## src/etm_defs.svh

```systemverilog
// Register offsets, field positions, reset values and counts of the MAC front end
`ifndef ETM_DEFS_SVH
`define ETM_DEFS_SVH

`define ETM_A_CTRL   8'h00
`define ETM_A_STAT   8'h04
`define ETM_A_MASK   8'h08
`define ETM_A_TXD    8'h0c
`define ETM_A_RXD    8'h10
`define ETM_A_PAUSE  8'h14
`define ETM_A_MDIO   8'h18

`define ETM_C_TXEN   0
`define ETM_C_RXEN   1
`define ETM_C_RMII   2
`define ETM_C_SPD    3
`define ETM_C_FDX    4
`define ETM_C_RRST   5
`define ETM_CTRL_RST 6'h20

`define ETM_S_TXDONE 0
`define ETM_S_UFLOW  1
`define ETM_S_COLL   2
`define ETM_S_RXBYTE 3
`define ETM_S_RXOK   4
`define ETM_S_RXBAD  5
`define ETM_S_RXOVR  6
`define ETM_S_MDIO   7

`define ETM_T_LAST   8
`define ETM_T_PRIO   9
`define ETM_M_READ   26

`define ETM_MDC_HALF 3'd5
`define ETM_R10_DIV  4'd10
`define ETM_SLOT_MII 8'd127
`define ETM_SLOT_RMI 8'd255
`define ETM_PRE_LAST 3'd7
`define ETM_FCS_LAST 3'd3
`define ETM_MD_PRE   7'd32
`define ETM_MD_TA    7'd46
`define ETM_MD_SMP   7'd49
`define ETM_MD_END   7'd64

`define ETM_PRE      8'h55
`define ETM_SFD      8'hd5
`define ETM_CRC_INIT 32'hffffffff
`define ETM_CRC_POLY 32'hedb88320
`define ETM_CRC_RES  32'hdebb20e3

`endif

```

## src/etm_pkg.sv

```systemverilog
// State types of the MAC front end
`default_nettype none
package etm_pkg;
    typedef enum logic [1:0] {
        TX_IDLE = 2'b00,
        TX_PRE  = 2'b01,
        TX_DATA = 2'b11,
        TX_FCS  = 2'b10
    } etm_tx_e;
    typedef enum logic [1:0] {
        RX_IDLE = 2'b00,
        RX_HUNT = 2'b01,
        RX_DATA = 2'b11
    } etm_rx_e;
endpackage
`default_nettype wire
```

## src/etm_crc32.sv

```systemverilog
// Byte-wide CRC-32 register for frame check sequences
`timescale 1ns/10ps
`default_nettype none
`include "etm_defs.svh"
module etm_crc32 (
    input  wire logic        core_clk_i,
    input  wire logic        resetn_i,
    input  wire logic        init_i,
    input  wire logic        en_i,
    input  wire logic [7:0]  byte_i,
    output logic      [31:0] crc_o
);
    logic [31:0] crc_q;

    function automatic logic [31:0] crc_step(input logic [31:0] c, input logic [7:0] d);
        logic [31:0] r;
        r = c;
        for (int i = 0; i < 8; i++)
            r = (r[0] ^ d[i]) ? ((r >> 1) ^ `ETM_CRC_POLY) : (r >> 1);
        return r;
    endfunction

    always_ff @(posedge core_clk_i or negedge resetn_i)
        if (!resetn_i)
            crc_q <= `ETM_CRC_INIT;
        else if (init_i)
            crc_q <= `ETM_CRC_INIT;
        else if (en_i)
            crc_q <= crc_step(crc_q, byte_i);

    assign crc_o = crc_q;
endmodule
`default_nettype wire

```

## src/etm_mac.sv

```systemverilog
// MAC front end with full and reduced media independent interfaces and management port
//
// Strobed register access and the register offsets were left to the implementer.
`timescale 1ns/10ps
`default_nettype none
`include "etm_defs.svh"
module etm_mac (
    input  wire logic        core_clk_i,
    input  wire logic        resetn_i,
    input  wire logic [7:0]  reg_addr_i,
    input  wire logic [31:0] reg_wdata_i,
    input  wire logic        reg_wr_i,
    input  wire logic        reg_rd_i,
    output logic      [31:0] reg_rdata_o,
    output logic             irq_o,
    input  wire logic        mii_tx_clk_i,
    input  wire logic        mii_rx_clk_i,
    input  wire logic        reduced_if_reference_clock_i,
    output logic      [3:0]  mii_txd_o,
    output logic             mii_tx_en_o,
    output logic             transmit_coding_error_pin_o,
    input  wire logic [3:0]  mii_rxd_i,
    input  wire logic        mii_rx_dv_i,
    input  wire logic        mii_rx_er_i,
    input  wire logic        mii_crs_i,
    input  wire logic        mii_col_i,
    output logic      [1:0]  rmii_txd_o,
    output logic             rmii_tx_en_o,
    input  wire logic [1:0]  rmii_rxd_i,
    input  wire logic        rmii_crs_dv_i,
    output logic             mdc_o,
    output logic             mdio_o,
    output logic             mdio_oe_n_o,
    input  wire logic        mdio_i
);
    // Pin synchronisers; index 0..2 are the three link clocks
    logic [14:0] pin_raw;
    logic [14:0] sync1_q;
    logic [14:0] sync2_q;
    logic [2:0]  clk_d_q;

    assign pin_raw = {mdio_i, rmii_crs_dv_i, rmii_rxd_i, mii_col_i, mii_crs_i,
                      mii_rx_er_i, mii_rx_dv_i, mii_rxd_i,
                      reduced_if_reference_clock_i, mii_rx_clk_i, mii_tx_clk_i};

    genvar g;
    generate
        for (g = 0; g < 15; g++)
        begin : g_sync
            always_ff @(posedge core_clk_i or negedge resetn_i)
                if (!resetn_i)
                begin
                    sync1_q[g] <= 1'b0;
                    sync2_q[g] <= 1'b0;
                end
                else
                begin
                    sync1_q[g] <= pin_raw[g];
                    sync2_q[g] <= sync1_q[g];
                end
        end
    endgenerate

    always_ff @(posedge core_clk_i or negedge resetn_i)
        if (!resetn_i)
            clk_d_q <= 3'h0;
        else
            clk_d_q <= sync2_q[2:0];

    // Registers
    logic [5:0]  ctrl_q;
    logic [7:0]  stat_q;
    logic [7:0]  mask_q;
    logic [9:0]  hold_q;
    logic        hold_vld_q;
    logic [7:0]  rx_byte_q;
    logic        rx_vld_q;
    logic [15:0] pause_q;
    logic [7:0]  slot_q;
    logic [31:0] rdata_q;
    logic [31:0] rd_mux;

    wire wr_ctrl  = reg_wr_i && reg_addr_i == `ETM_A_CTRL;
    wire wr_mask  = reg_wr_i && reg_addr_i == `ETM_A_MASK;
    wire wr_txd   = reg_wr_i && reg_addr_i == `ETM_A_TXD;
    wire wr_pause = reg_wr_i && reg_addr_i == `ETM_A_PAUSE;
    wire wr_mdio  = reg_wr_i && reg_addr_i == `ETM_A_MDIO;
    wire rd_stat  = reg_rd_i && reg_addr_i == `ETM_A_STAT;
    wire rd_rxd   = reg_rd_i && reg_addr_i == `ETM_A_RXD;

    // Mode decode; the mode bit steers both pin groups from one core
    wire rmii     = ctrl_q[`ETM_C_RMII];
    wire spd100   = ctrl_q[`ETM_C_SPD];
    wire rmii_act = rmii && !ctrl_q[`ETM_C_RRST];
    wire duplex   = rmii || ctrl_q[`ETM_C_FDX];

    // Link edges: transmit on rising, receive mid-bit on falling
    wire tx_rise  = sync2_q[0] && !clk_d_q[0];
    wire rx_fall  = !sync2_q[1] && clk_d_q[1];
    wire ref_rise = sync2_q[2] && !clk_d_q[2];
    wire ref_fall = !sync2_q[2] && clk_d_q[2];

    // At 10 Mbps each dibit repeats for ten reference cycles
    logic [3:0] div_q;
    wire div_ok   = spd100 || div_q == 4'h0;
    wire tx_tick  = rmii ? (rmii_act && ref_rise && div_ok) : tx_rise;
    wire rx_tick  = rmii ? (rmii_act && ref_fall && div_ok) : rx_fall;
    wire [1:0] unit_last = rmii ? 2'd3 : 2'd1;

    always_ff @(posedge core_clk_i or negedge resetn_i)
        if (!resetn_i)
            div_q <= 4'h0;
        else if (!rmii_act)
            div_q <= 4'h0;
        else if (ref_rise)
            div_q <= (div_q == `ETM_R10_DIV - 4'd1) ? 4'h0 : div_q + 4'd1;

    // Transmit path
    etm_pkg::etm_tx_e tx_st_q;
    etm_pkg::etm_tx_e tx_st_d;
    logic [7:0]  tx_sh_q;
    logic [7:0]  tx_sh_d;
    logic [2:0]  tx_cnt_q;
    logic [2:0]  tx_cnt_d;
    logic [1:0]  tx_unit_q;
    logic [1:0]  tx_unit_d;
    logic [31:0] fcs_q;
    logic [31:0] fcs_d;
    logic        tx_last_q;
    logic        tx_last_d;
    logic [3:0]  txd_q;
    logic        tx_en_q;
    logic        tx_take;
    logic        tx_crc_init;
    logic        tx_uflow;
    logic        tx_done;
    logic        need_byte;
    logic [31:0] tx_crc;

    wire tx_idle  = tx_st_q == etm_pkg::TX_IDLE;
    wire pause_ok = pause_q == 16'h0 || hold_q[`ETM_T_PRIO];
    wire carr_ok  = duplex || !sync2_q[9];
    wire tx_go    = ctrl_q[`ETM_C_TXEN] && hold_vld_q && pause_ok && carr_ok;
    wire tx_abort = !rmii && !duplex && !tx_idle && sync2_q[10];
    wire unit_end = tx_unit_q == unit_last;

    always_comb
    begin
        tx_st_d     = tx_st_q;
        tx_sh_d     = tx_sh_q;
        tx_cnt_d    = tx_cnt_q;
        tx_unit_d   = tx_unit_q;
        fcs_d       = fcs_q;
        tx_last_d   = tx_last_q;
        tx_take     = 1'b0;
        tx_crc_init = 1'b0;
        tx_uflow    = 1'b0;
        tx_done     = 1'b0;
        need_byte   = 1'b0;
        if (tx_tick && tx_idle)
        begin
            if (tx_go)
            begin
                tx_st_d     = etm_pkg::TX_PRE;
                tx_sh_d     = `ETM_PRE;
                tx_cnt_d    = 3'h0;
                tx_unit_d   = 2'h0;
                tx_crc_init = 1'b1;
            end
        end
        else if (tx_tick && !unit_end)
        begin
            tx_unit_d = tx_unit_q + 2'd1;
            tx_sh_d   = rmii ? (tx_sh_q >> 2) : (tx_sh_q >> 4);
        end
        else if (tx_tick)
        begin
            tx_unit_d = 2'h0;
            case (tx_st_q)
                etm_pkg::TX_PRE:
                    if (tx_cnt_q == `ETM_PRE_LAST)
                        need_byte = 1'b1;
                    else
                    begin
                        tx_cnt_d = tx_cnt_q + 3'd1;
                        tx_sh_d  = (tx_cnt_q == `ETM_PRE_LAST - 3'd1) ? `ETM_SFD : `ETM_PRE;
                    end
                etm_pkg::TX_DATA:
                    if (tx_last_q)
                    begin
                        tx_st_d  = etm_pkg::TX_FCS;
                        tx_cnt_d = 3'h0;
                        fcs_d    = ~tx_crc;
                        tx_sh_d  = ~tx_crc[7:0];
                    end
                    else
                        need_byte = 1'b1;
                default:
                    if (tx_cnt_q == `ETM_FCS_LAST)
                    begin
                        tx_st_d = etm_pkg::TX_IDLE;
                        tx_done = 1'b1;
                    end
                    else
                    begin
                        tx_cnt_d = tx_cnt_q + 3'd1;
                        fcs_d    = fcs_q >> 8;
                        tx_sh_d  = fcs_q[15:8];
                    end
            endcase
            if (need_byte && hold_vld_q)
            begin
                tx_st_d   = etm_pkg::TX_DATA;
                tx_sh_d   = hold_q[7:0];
                tx_last_d = hold_q[`ETM_T_LAST];
                tx_take   = 1'b1;
            end
            else if (need_byte)
            begin
                // Starved mid-frame: close with a CRC receivers must reject
                tx_st_d  = etm_pkg::TX_FCS;
                tx_cnt_d = 3'h0;
                fcs_d    = tx_crc;
                tx_sh_d  = tx_crc[7:0];
                tx_uflow = 1'b1;
            end
        end
    end

    always_ff @(posedge core_clk_i or negedge resetn_i)
        if (!resetn_i)
        begin
            tx_st_q   <= etm_pkg::TX_IDLE;
            tx_sh_q   <= 8'h0;
            tx_cnt_q  <= 3'h0;
            tx_unit_q <= 2'h0;
            fcs_q     <= 32'h0;
            tx_last_q <= 1'b0;
            txd_q     <= 4'h0;
            tx_en_q   <= 1'b0;
        end
        else if (tx_abort || (rmii && !rmii_act))
        begin
            tx_st_q <= etm_pkg::TX_IDLE;
            tx_en_q <= 1'b0;
        end
        else
        begin
            tx_st_q   <= tx_st_d;
            tx_sh_q   <= tx_sh_d;
            tx_cnt_q  <= tx_cnt_d;
            tx_unit_q <= tx_unit_d;
            fcs_q     <= fcs_d;
            tx_last_q <= tx_last_d;
            if (tx_tick)
            begin
                tx_en_q <= !tx_idle;
                txd_q   <= tx_idle ? 4'h0 : (rmii ? {2'b00, tx_sh_q[1:0]} : tx_sh_q[3:0]);
            end
        end

    etm_crc32 u_tx_crc (
        .core_clk_i (core_clk_i),
        .resetn_i   (resetn_i),
        .init_i     (tx_crc_init),
        .en_i       (tx_take),
        .byte_i     (hold_q[7:0]),
        .crc_o      (tx_crc)
    );

    // Receive path
    etm_pkg::etm_rx_e rx_st_q;
    logic [7:0]  rx_sh_q;
    logic [1:0]  rx_unit_q;
    logic        rx_err_q;
    logic [31:0] rx_crc;

    wire       rx_dv   = rmii ? sync2_q[13] : sync2_q[7];
    wire [7:0] rx_sh_n = rmii ? {sync2_q[12:11], rx_sh_q[7:2]} : {sync2_q[6:3], rx_sh_q[7:4]};
    wire rx_on    = ctrl_q[`ETM_C_RXEN] && rx_tick && rx_dv;
    wire rx_sfd   = rx_on && rx_st_q == etm_pkg::RX_HUNT && rx_sh_n == `ETM_SFD;
    wire rx_byte  = rx_on && rx_st_q == etm_pkg::RX_DATA && rx_unit_q == unit_last;
    wire rx_end   = rx_tick && !rx_dv && rx_st_q == etm_pkg::RX_DATA;
    wire rx_good  = rx_crc == `ETM_CRC_RES && rx_unit_q == 2'h0 && !rx_err_q;

    always_ff @(posedge core_clk_i or negedge resetn_i)
        if (!resetn_i)
        begin
            rx_st_q   <= etm_pkg::RX_IDLE;
            rx_sh_q   <= 8'h0;
            rx_unit_q <= 2'h0;
            rx_err_q  <= 1'b0;
        end
        else if (rx_tick && !rx_on)
            rx_st_q <= etm_pkg::RX_IDLE;
        else if (rx_on)
        begin
            rx_sh_q <= rx_sh_n;
            if (rx_st_q == etm_pkg::RX_IDLE)
                rx_st_q <= etm_pkg::RX_HUNT;
            else if (rx_sfd)
            begin
                rx_st_q   <= etm_pkg::RX_DATA;
                rx_unit_q <= 2'h0;
                rx_err_q  <= 1'b0;
            end
            else if (rx_st_q == etm_pkg::RX_DATA)
            begin
                rx_unit_q <= (rx_unit_q == unit_last) ? 2'h0 : rx_unit_q + 2'd1;
                if (sync2_q[8] && !rmii)
                    rx_err_q <= 1'b1;
            end
        end

    etm_crc32 u_rx_crc (
        .core_clk_i (core_clk_i),
        .resetn_i   (resetn_i),
        .init_i     (rx_sfd),
        .en_i       (rx_byte),
        .byte_i     (rx_sh_n),
        .crc_o      (rx_crc)
    );

    // Management serial engine, separate from packet flow
    logic [2:0]  mdiv_q;
    logic        md_busy_q;
    logic        mdc_q;
    logic        md_read_q;
    logic [6:0]  md_cnt_q;
    logic [31:0] md_sh_q;
    logic [15:0] md_rd_q;
    logic        mdo_q;
    logic        md_oe_n_q;

    wire md_half = md_busy_q && mdiv_q == `ETM_MDC_HALF - 3'd1;
    wire md_fall = md_half && mdc_q;
    wire md_done = md_fall && md_cnt_q == `ETM_MD_END;

    always_ff @(posedge core_clk_i or negedge resetn_i)
        if (!resetn_i)
        begin
            mdiv_q    <= 3'h0;
            md_busy_q <= 1'b0;
            mdc_q     <= 1'b0;
            md_read_q <= 1'b0;
            md_cnt_q  <= 7'h0;
            md_sh_q   <= 32'h0;
            md_rd_q   <= 16'h0;
            mdo_q     <= 1'b1;
            md_oe_n_q <= 1'b1;
        end
        else if (wr_mdio && !md_busy_q)
        begin
            md_busy_q <= 1'b1;
            md_read_q <= reg_wdata_i[`ETM_M_READ];
            md_sh_q   <= {2'b01, reg_wdata_i[`ETM_M_READ] ? 2'b10 : 2'b01,
                          reg_wdata_i[25:16], 2'b10, reg_wdata_i[15:0]};
            md_cnt_q  <= 7'h0;
            mdiv_q    <= 3'h0;
        end
        else if (md_busy_q)
        begin
            mdiv_q <= md_half ? 3'h0 : mdiv_q + 3'd1;
            if (md_half)
                mdc_q <= !mdc_q;
            if (md_done)
            begin
                md_busy_q <= 1'b0;
                md_oe_n_q <= 1'b1;
                mdc_q     <= 1'b0;
            end
            else if (md_fall)
            begin
                mdo_q     <= (md_cnt_q < `ETM_MD_PRE) ? 1'b1 : md_sh_q[31];
                md_oe_n_q <= md_read_q && md_cnt_q >= `ETM_MD_TA;
                md_cnt_q  <= md_cnt_q + 7'd1;
                if (md_cnt_q >= `ETM_MD_PRE)
                    md_sh_q <= md_sh_q << 1;
            end
            else if (md_half && md_read_q && md_cnt_q >= `ETM_MD_SMP)
                md_rd_q <= {md_rd_q[14:0], sync2_q[14]};
        end

    // Events; set wins over the read that clears
    logic [7:0] ev;
    assign ev[`ETM_S_TXDONE] = tx_done;
    assign ev[`ETM_S_UFLOW]  = tx_uflow;
    assign ev[`ETM_S_COLL]   = tx_abort;
    assign ev[`ETM_S_RXBYTE] = rx_byte;
    assign ev[`ETM_S_RXOK]   = rx_end && rx_good;
    assign ev[`ETM_S_RXBAD]  = rx_end && !rx_good;
    assign ev[`ETM_S_RXOVR]  = rx_byte && rx_vld_q && !rd_rxd;
    assign ev[`ETM_S_MDIO]   = md_done;

    always_ff @(posedge core_clk_i or negedge resetn_i)
        if (!resetn_i)
        begin
            ctrl_q     <= `ETM_CTRL_RST;
            stat_q     <= 8'h0;
            mask_q     <= 8'h0;
            hold_q     <= 10'h0;
            hold_vld_q <= 1'b0;
            rx_byte_q  <= 8'h0;
            rx_vld_q   <= 1'b0;
            pause_q    <= 16'h0;
            slot_q     <= 8'h0;
            rdata_q    <= 32'h0;
        end
        else
        begin
            if (wr_ctrl)
                ctrl_q <= reg_wdata_i[5:0];
            if (wr_mask)
                mask_q <= reg_wdata_i[7:0];
            stat_q <= (rd_stat ? 8'h0 : stat_q) | ev;
            if (wr_txd && !hold_vld_q)
                hold_q <= reg_wdata_i[9:0];
            hold_vld_q <= (hold_vld_q && !tx_take) || (wr_txd && !hold_vld_q);
            if (rx_byte)
                rx_byte_q <= rx_sh_n;
            rx_vld_q <= (rx_vld_q && !rd_rxd) || rx_byte;
            // Pause counts down in slot times of 512 bits
            if (tx_tick)
                slot_q <= (slot_q == (rmii ? `ETM_SLOT_RMI : `ETM_SLOT_MII)) ? 8'h0 : slot_q + 8'd1;
            if (wr_pause)
                pause_q <= reg_wdata_i[15:0];
            else if (tx_tick && pause_q != 16'h0 &&
                     slot_q == (rmii ? `ETM_SLOT_RMI : `ETM_SLOT_MII))
                pause_q <= pause_q - 16'd1;
            rdata_q <= reg_rd_i ? rd_mux : 32'h0;
        end

    always_comb
    begin
        if (reg_addr_i == `ETM_A_CTRL)
            rd_mux = {26'h0, ctrl_q};
        else if (reg_addr_i == `ETM_A_STAT)
            rd_mux = {24'h0, stat_q};
        else if (reg_addr_i == `ETM_A_MASK)
            rd_mux = {24'h0, mask_q};
        else if (reg_addr_i == `ETM_A_TXD)
            rd_mux = {30'h0, !tx_idle, hold_vld_q};
        else if (reg_addr_i == `ETM_A_RXD)
            rd_mux = {23'h0, rx_vld_q, rx_byte_q};
        else if (reg_addr_i == `ETM_A_PAUSE)
            rd_mux = {16'h0, pause_q};
        else if (reg_addr_i == `ETM_A_MDIO)
            rd_mux = {15'h0, md_busy_q, md_rd_q};
        else
            rd_mux = 32'h0;
    end

    // Pin outputs; the idle mode's pins stay quiet
    assign reg_rdata_o = rdata_q;
    assign irq_o       = |(stat_q & mask_q);
    assign mii_txd_o   = rmii ? 4'h0 : txd_q;
    assign mii_tx_en_o = tx_en_q && !rmii;
    assign rmii_txd_o  = rmii ? txd_q[1:0] : 2'h0;
    assign rmii_tx_en_o = tx_en_q && rmii;
    assign transmit_coding_error_pin_o = 1'b0;
    assign mdc_o       = mdc_q;
    assign mdio_o      = mdo_q;
    assign mdio_oe_n_o = md_oe_n_q;
endmodule
`default_nettype wire

```

## config.mk

```make
export PLATFORM = sky130hd
export DESIGN_NAME = etm_mac
export DESIGN_NICKNAME = d
export VERILOG_FILES = /design/src/etm_pkg.sv /design/src/etm_crc32.sv /design/src/etm_mac.sv
export VERILOG_INCLUDE_DIRS = /design/src
export SDC_FILE = /design/constraint.sdc
export NUM_CORES = 1
export LEC_CHECK = 0
export BUFFER_PORTS_ARGS = -buffer_cell sky130_fd_sc_hd__clkbuf_2
export CAP_MARGIN = 0
export CORE_ASPECT_RATIO = 0.9
export CORE_MARGIN = 5
export CORE_UTILIZATION = 45
export DETAILED_ROUTE_END_ITERATION = 8
export SYNTH_ARGS = -nofsm -noshare
export SYNTH_HDL_FRONTEND = slang
export SYNTH_SLANG_ARGS = --single-unit
```

## constraint.sdc

```tcl
create_clock -name core_clk_i -period 3.2 [get_ports core_clk_i]
set_input_delay 0.16 -clock core_clk_i [delete_from_list [all_inputs] [get_ports core_clk_i]]
set_output_delay 0.16 -clock core_clk_i [all_outputs]
set_load 0.03 [all_outputs]
```

==> qor.csv, run 1 <==
metric,value,unit
ios,104,
start_kind,register,
met3_usage,0.0277,
crit_fanout,8,
drc,0,
port_buffers,82,
status,"finished, final reports clean",
area_growth,16.6,%
clockBufferDepth,3,
antenna_found_initial,0,
dieArea,38000,um2
place.gp.congestion,0.842,
dp_hpwl,26400,um
clkTransAtPathRegs,0.06,ns
die_x,205,um
power.total,11.0,mW
peakVddDrop,0.473,mV
synth_area_per_cell,10.4,um2
tns,0,ns
dr.pass1.iters,5,
tightestPinTransition,1.01,ns
ys.flop_type,dfrtp_1,
critical_path_class,register to register,
slew_headroom,0.323,
synth_warnings,0,
gr-total-overflow,0,
final_common_cell,dfrtp_1,
fmax,0.357,GHz
cts_hold_buf,41,
period_minus_slack,2.80,ns
cts_buffers,35,
min_path_cells,3,
grt_usage,0.204,
cts_root_buf,clkbuf_16,
cts_num_sinks,303,
cap_viol_max_count,0,
setup_viol,0,
min_period_over_period,0.876,
rows,64,
first_global_vias,11181,
cp_slowest_stage_delay,0.55,ns
grt_util_met2,0.313,
met1_usage,0.310,
synth_edf_count,0,
cts-resized-gates,0,
vias_per_cell,5.43,
final_cell_mix,"235 x dfrtp_1, 169 x nand2_1, 106 x o21ai_0",
cpMaxStageDelayCell,o211ai_1,
path_cells,inv_1 -> ha_1 -> nor3b_1 -> o211ai_1 -> a21oi_1 -> nand3_1 -> nand2_1 -> a221o_1,
cts_tree,built,
worstPathRequired,3.59,ns
place_inst,1996,
vias,11396,
drtAntennaViolNets,0,
slew_violations,0,
rsz0062_at_grt,no,
routed_wl,38400,um
postCtsSetupBuffers,0,
crit_path_end_kind,register,
ff2ff_path_depth,8,
async_flop_share,1.00,
h-tree-depth,2,
seq_area_frac_synth,0.498,
cp.arrival,3.19,ns
synth-seq-cells,303,
power.density,611,nW/um2
die_y,186,um
avgRoutedWirePerCell,18.3,um
clock_skew,0.0226,ns
syn_area,15400,um2
grt_max_degree,110,
finalHoldViolCount,0,
min_path_type,input pin to register,
design.core.area,33900,um2
drt_iter0_markers,876,
diodes,0,
p_leak,7.67,nW
initial_core_util,0.455,
ys_types,75,
top_usage_layer,met2,
stdcell_count,2098,
drive_gt1_frac,0.202,
finish.utilization,0.530,
grt_pass1_wl,62700,um
num-nets-final,1685,
clock_latency,0.52,ns
postSynthCellCount,1476,
-- final timing paths --
kind / slack, ns / to / from
max: 0.40 / fcs_q[24] / div_q[0]
min: 0.03 / pause_q[3] / reg_wdata_i[3]
max reg2reg: 0.40 / fcs_q[24] / div_q[0]
min reg2reg: 0.34 / sync2_q[10] / sync1_q[10]
max in group asynchronous: 1.99 / ctrl_q[5] / resetn_i
min in group asynchronous: 0.33 / rx_sh_q[3] / resetn_i
-- critical path: cells and delay by family, from the launching register on --
family	cells	cell delay, ns
AOI/OAI and AO/OA	3	1.24
buffers and inverters	1	0.07
DFF	1	0.42
adders and majority gates	1	0.19
and+or+nand+nor	3	0.76
-- synthesized netlist by cell type, types with 4 or more instances --
master / instances / area share
a21oi_1: 59 / 0.019
a221o_1: 10 / 0.0065
a221oi_1: 16 / 0.0091
a22o_1: 5 / 0.0028
a22oi_1: 40 / 0.019
a2bb2oi_1: 28 / 0.016
a31oi_1: 4 / 0.0016
a32o_1: 4 / 0.0026
and2_1: 8 / 0.0032
and3_1: 5 / 0.0020
buf_1: 5 / 0.0012
buf_2: 18 / 0.0058
buf_4: 16 / 0.0078
clkbuf_1: 48 / 0.012
dfrtp_1: 236 / 0.38
dfstp_2: 67 / 0.11
ha_1: 14 / 0.011
inv_1: 53 / 0.013
mux2_2: 45 / 0.033
mux2i_1: 31 / 0.020
nand2_1: 169 / 0.041
nand2b_1: 8 / 0.0032
nand3_1: 31 / 0.010
nand4_1: 11 / 0.0045
nand4b_1: 6 / 0.0034
nor2_1: 101 / 0.025
nor2b_1: 19 / 0.0077
nor3_1: 17 / 0.0055
nor4b_1: 5 / 0.0028
o211ai_1: 28 / 0.014
o21ai_0: 106 / 0.034
o22a_1: 15 / 0.0085
o22ai_1: 7 / 0.0028
o2bb2ai_1: 5 / 0.0028
o31ai_1: 6 / 0.0029
or2_2: 4 / 0.0016
xnor2_1: 98 / 0.056
xnor2_2: 12 / 0.013
xnor2_4: 7 / 0.013
xor2_1: 51 / 0.029
-- per-layer routing --
layer | vias up | wire length, um
met3 | 45 | 1650
met2 | 241 | 17500
met4 | 0 | 666
li1 | 5440 | -
met1 | 5670 | 18600
met5 | - | 0
-- report_power, final --
part           internal, mW  switching (mW)  leakage [nW]  total (mW)
Clock                  2.27            1.55         0.530        3.82
Combinational          1.12            1.48          3.55        2.60
Sequential             4.19           0.361          3.60        4.55
Total                  7.58            3.39          7.67        11.0
-- per-stage QoR --
step	cell area (um2)	setup slack (ns)	hold slack (ns)
after floorplan	15500	0.931	-0.136
after global placement	16500	0.504	0.270
after detailed placement	16500	0.469	0.270
after CTS	18000	0.441	0.00196
after global routing	18000	0.147	0.0237
final	18000	0.397	0.0270
-- flip-flops by register name, summed over array words and instances (netlist names), 8 cells and up --
name	cells
reg_rdata_o	17
hold_q	10
mask_q	8
fcs_q	24
tx_sh_q	8
md_rd_q	16
md_sh_q	32
rx_byte_q	8
stat_q	8
sync1_q	15
sync2_q	15
pause_q	16
u_rx_crc.crc_o	32
u_tx_crc.crc_o	32
slot_q	8
-- cells by family after synthesis --
| logic type | count (synthesis) | share of synthesized area |
|---|---|---|
| XOR/XNOR | 169 | 0.111 |
| other | 1 | 0.000243 |
| adder cells (fa/ha/maj) | 14 | 0.0114 |
| AND/OR/NAND/NOR | 406 | 0.122 |
| flip-flops | 303 | 0.498 |
| buffers and inverters | 142 | 0.0415 |
| AO/OA/AOI/OAI | 360 | 0.158 |
| multiplexers | 81 | 0.0586 |
-- area by class of cell --
type                            instances  area [um2]
Timing Repair Buffer                  173        1260
Inverter                               53         199
Sequential cell                       303        7670
Clock inverter                          9        75.1
Fill cell                            3030       15900
Clock buffer                           52        1010
Tap cell                              462         578
Multi-Input combinational cell       1046        7170
Power figures use the tool's default switching activity.
==> run 2, diff against run 1 <==
PLACE_DENSITY_LB_ADDON = 0.25   (was not set)
==> qor.csv, run 2 (synthesized netlist as in run 1, its figures left out) <==
metric,value,unit,change
power.density,606,nW/um2,-0.79%
avgRoutedWirePerCell,18.2,um,-0.76%
cts_num_sinks,303,,unchanged
vias,11314,,-0.72%
min_period_over_period,0.888,,+0.0120
power.total,10.8,mW,-1.1%
critical_path_class,register to register,,
diodes,0,,unchanged
num-nets-final,1681,,-0.24%
place.gp.congestion,0.858,,+1.9%
peakVddDrop,0.397,mV,-16%
gr-total-overflow,0,,unchanged
cap_viol_max_count,0,,unchanged
drt_iter0_markers,775,,-12%
routed_wl,38100,um,-0.94%
cp-startpoint,ctrl_q[2],,
ff2ff_path_depth,7,,-1
period_minus_slack,2.84,ns,+0.0386 ns
initial_core_util,0.455,,unchanged
clock_skew,0.0100,ns,-0.0126 ns
slew_headroom,0.343,,+0.0199
worstPathRequired,3.70,ns,+0.11 ns
dr.pass1.iters,5,,unchanged
h-tree-depth,1,,-1
dp_slack,0.420,ns,-0.0482 ns
min_from,reg_wr_i,,
clkTransAtPathRegs,0.06,ns,about the same
setup_viol,0,,unchanged
min_path_cells,3,,unchanged
rows,64,,unchanged
crit_path_end_kind,register,,
first_global_vias,11295,,+1.0%
port_buffers,82,,unchanged
cts_root_buf,clkbuf_16,,
nFillCells,3003,,-0.89%
grt_usage,0.201,,-0.00322
slew_violations,0,,unchanged
dp_hpwl,26400,um,about the same
antenna_found_initial,1,,+1
r2r_start,ctrl_q[2],,
clock_latency,0.56,ns,+0.04 ns
rsz0062_at_grt,no,,
ios,104,,unchanged
cts-resized-gates,0,,unchanged
clockBufferDepth,3,,unchanged
setup_slack,0.358,ns,-0.0386 ns
drtAntennaViolNets,0,,unchanged
holdPathEnd,pause_q[14],,
die_y,186,um,unchanged
min_path_type,input pin to register,,
area_growth,16.2,%,
cts_tree,built,,
status,"finished, final reports clean",,
design.core.area,33900,um2,unchanged
final_cell_mix,"235 x dfrtp_1, 169 x nand2_1, 106 x o21ai_0",,
finalHoldViolCount,0,,unchanged
tightestPinTransition,0.981,ns,-0.0298 ns
dieArea,38000,um2,unchanged
cts_buffers,31,,-11%
cp.arrival,3.34,ns,+0.15 ns
r2r_end,fcs_q[25],,
drive_gt1_frac,0.200,,-0.00196
p_leak,7.64,nW,-0.42%
die_x,205,um,unchanged
reg2reg_slack,0.36,ns,-0.04 ns
crit_fanout,19,,+11
vias_per_cell,5.40,,-0.53%
final_common_cell,dfrtp_1,,
tns,0,ns,unchanged
start_kind,register,,
fmax,0.352,GHz,-1.4%
grt_max_degree,80,,-27%
grt_pass1_wl,62000,um,-1.1%
drc,0,,unchanged
-- run 2: cell count changes in the layout (fill, tap and decap cells not counted) --
cell           before  now
clkbuf_8            3   11
clkbuf_16          37   31
clkinv_2            6    1
clkbuf_1           12    8
dlygate4sd3_1      41   44
buf_12              4    2
buf_4              46   45
bufinv_16           1    2
clkinv_4            0    1
clkinvlp_4          2    3
nand3_1            30   31
nand3_2             1    0
-- run 2: metrics by stage --
step                      cells  hold slack [ns]  utilization  area [um2]
after global routing       2094           0.0402        0.529       17900
after floorplan            1491           -0.136            -       15500
after global placement     1993            0.190        0.484       16400
after CTS                  2094          0.00651        0.529       17900
after detailed placement   1993            0.199        0.484       16400
final                      2094           0.0353        0.529       17900
-- run 2: per-layer routing --
metal  vias up  track usage  routed length, um
met4         0       0.0458                904
met3        61       0.0258               1550
met5         -            0                  0
met2       232        0.312              17400
li1       5424            -                  -
met1      5597        0.302              18300
-- run 2: worst max-delay path by stage --
| stage | to | slack [ns] |
|---|---|---|
| after detailed placement | u_tx_crc.crc_o[4] | 0.42 |
| after CTS | u_tx_crc.crc_o[4] | 0.43 |
| after global routing | tx_sh_q[6] | 0.21 |
| final | fcs_q[25] | 0.36 |
| after global placement | fcs_q[24] | 0.52 |
| after floorplan | tx_cnt_q[0] | 0.93 |
-- run 2: area by class of cell --
type | count | area, um2 | share of cell area
clock buffer | 50 | 957 | 0.0535
clock inverter | 7 | 96.3 | 0.00538
inverter | 53 | 199 | 0.0111
multi-input combinational | 1046 | 7170 | 0.400
sequential | 303 | 7670 | 0.428
tap | 462 | 578 | 0.0323
timing repair buffer | 173 | 1240 | 0.0692
-- run 2: report_power, final --
group | switching (mW) | internal (mW) | leakage (nW)
registers | 0.348 | 4.19 | 3.60
clock network | 1.51 | 2.20 | 0.507
logic | 1.50 | 1.11 | 3.54
-- run 2: critical path: stages, from the launching register on --
cell	delay, ns
dfrtp_2	0.70
buf_4	0.34
xnor2_1	0.19
nand3_1	0.14
a21oi_1	0.46
nand3_1	0.58
nand2_1	0.19
a221o_1	0.16
-- run 2: what timing repair did --
action,4_1_cts,5_1_grt
endpoints found under the hold margin,159,0
hold buffers,44,0
setup buffers,0,0
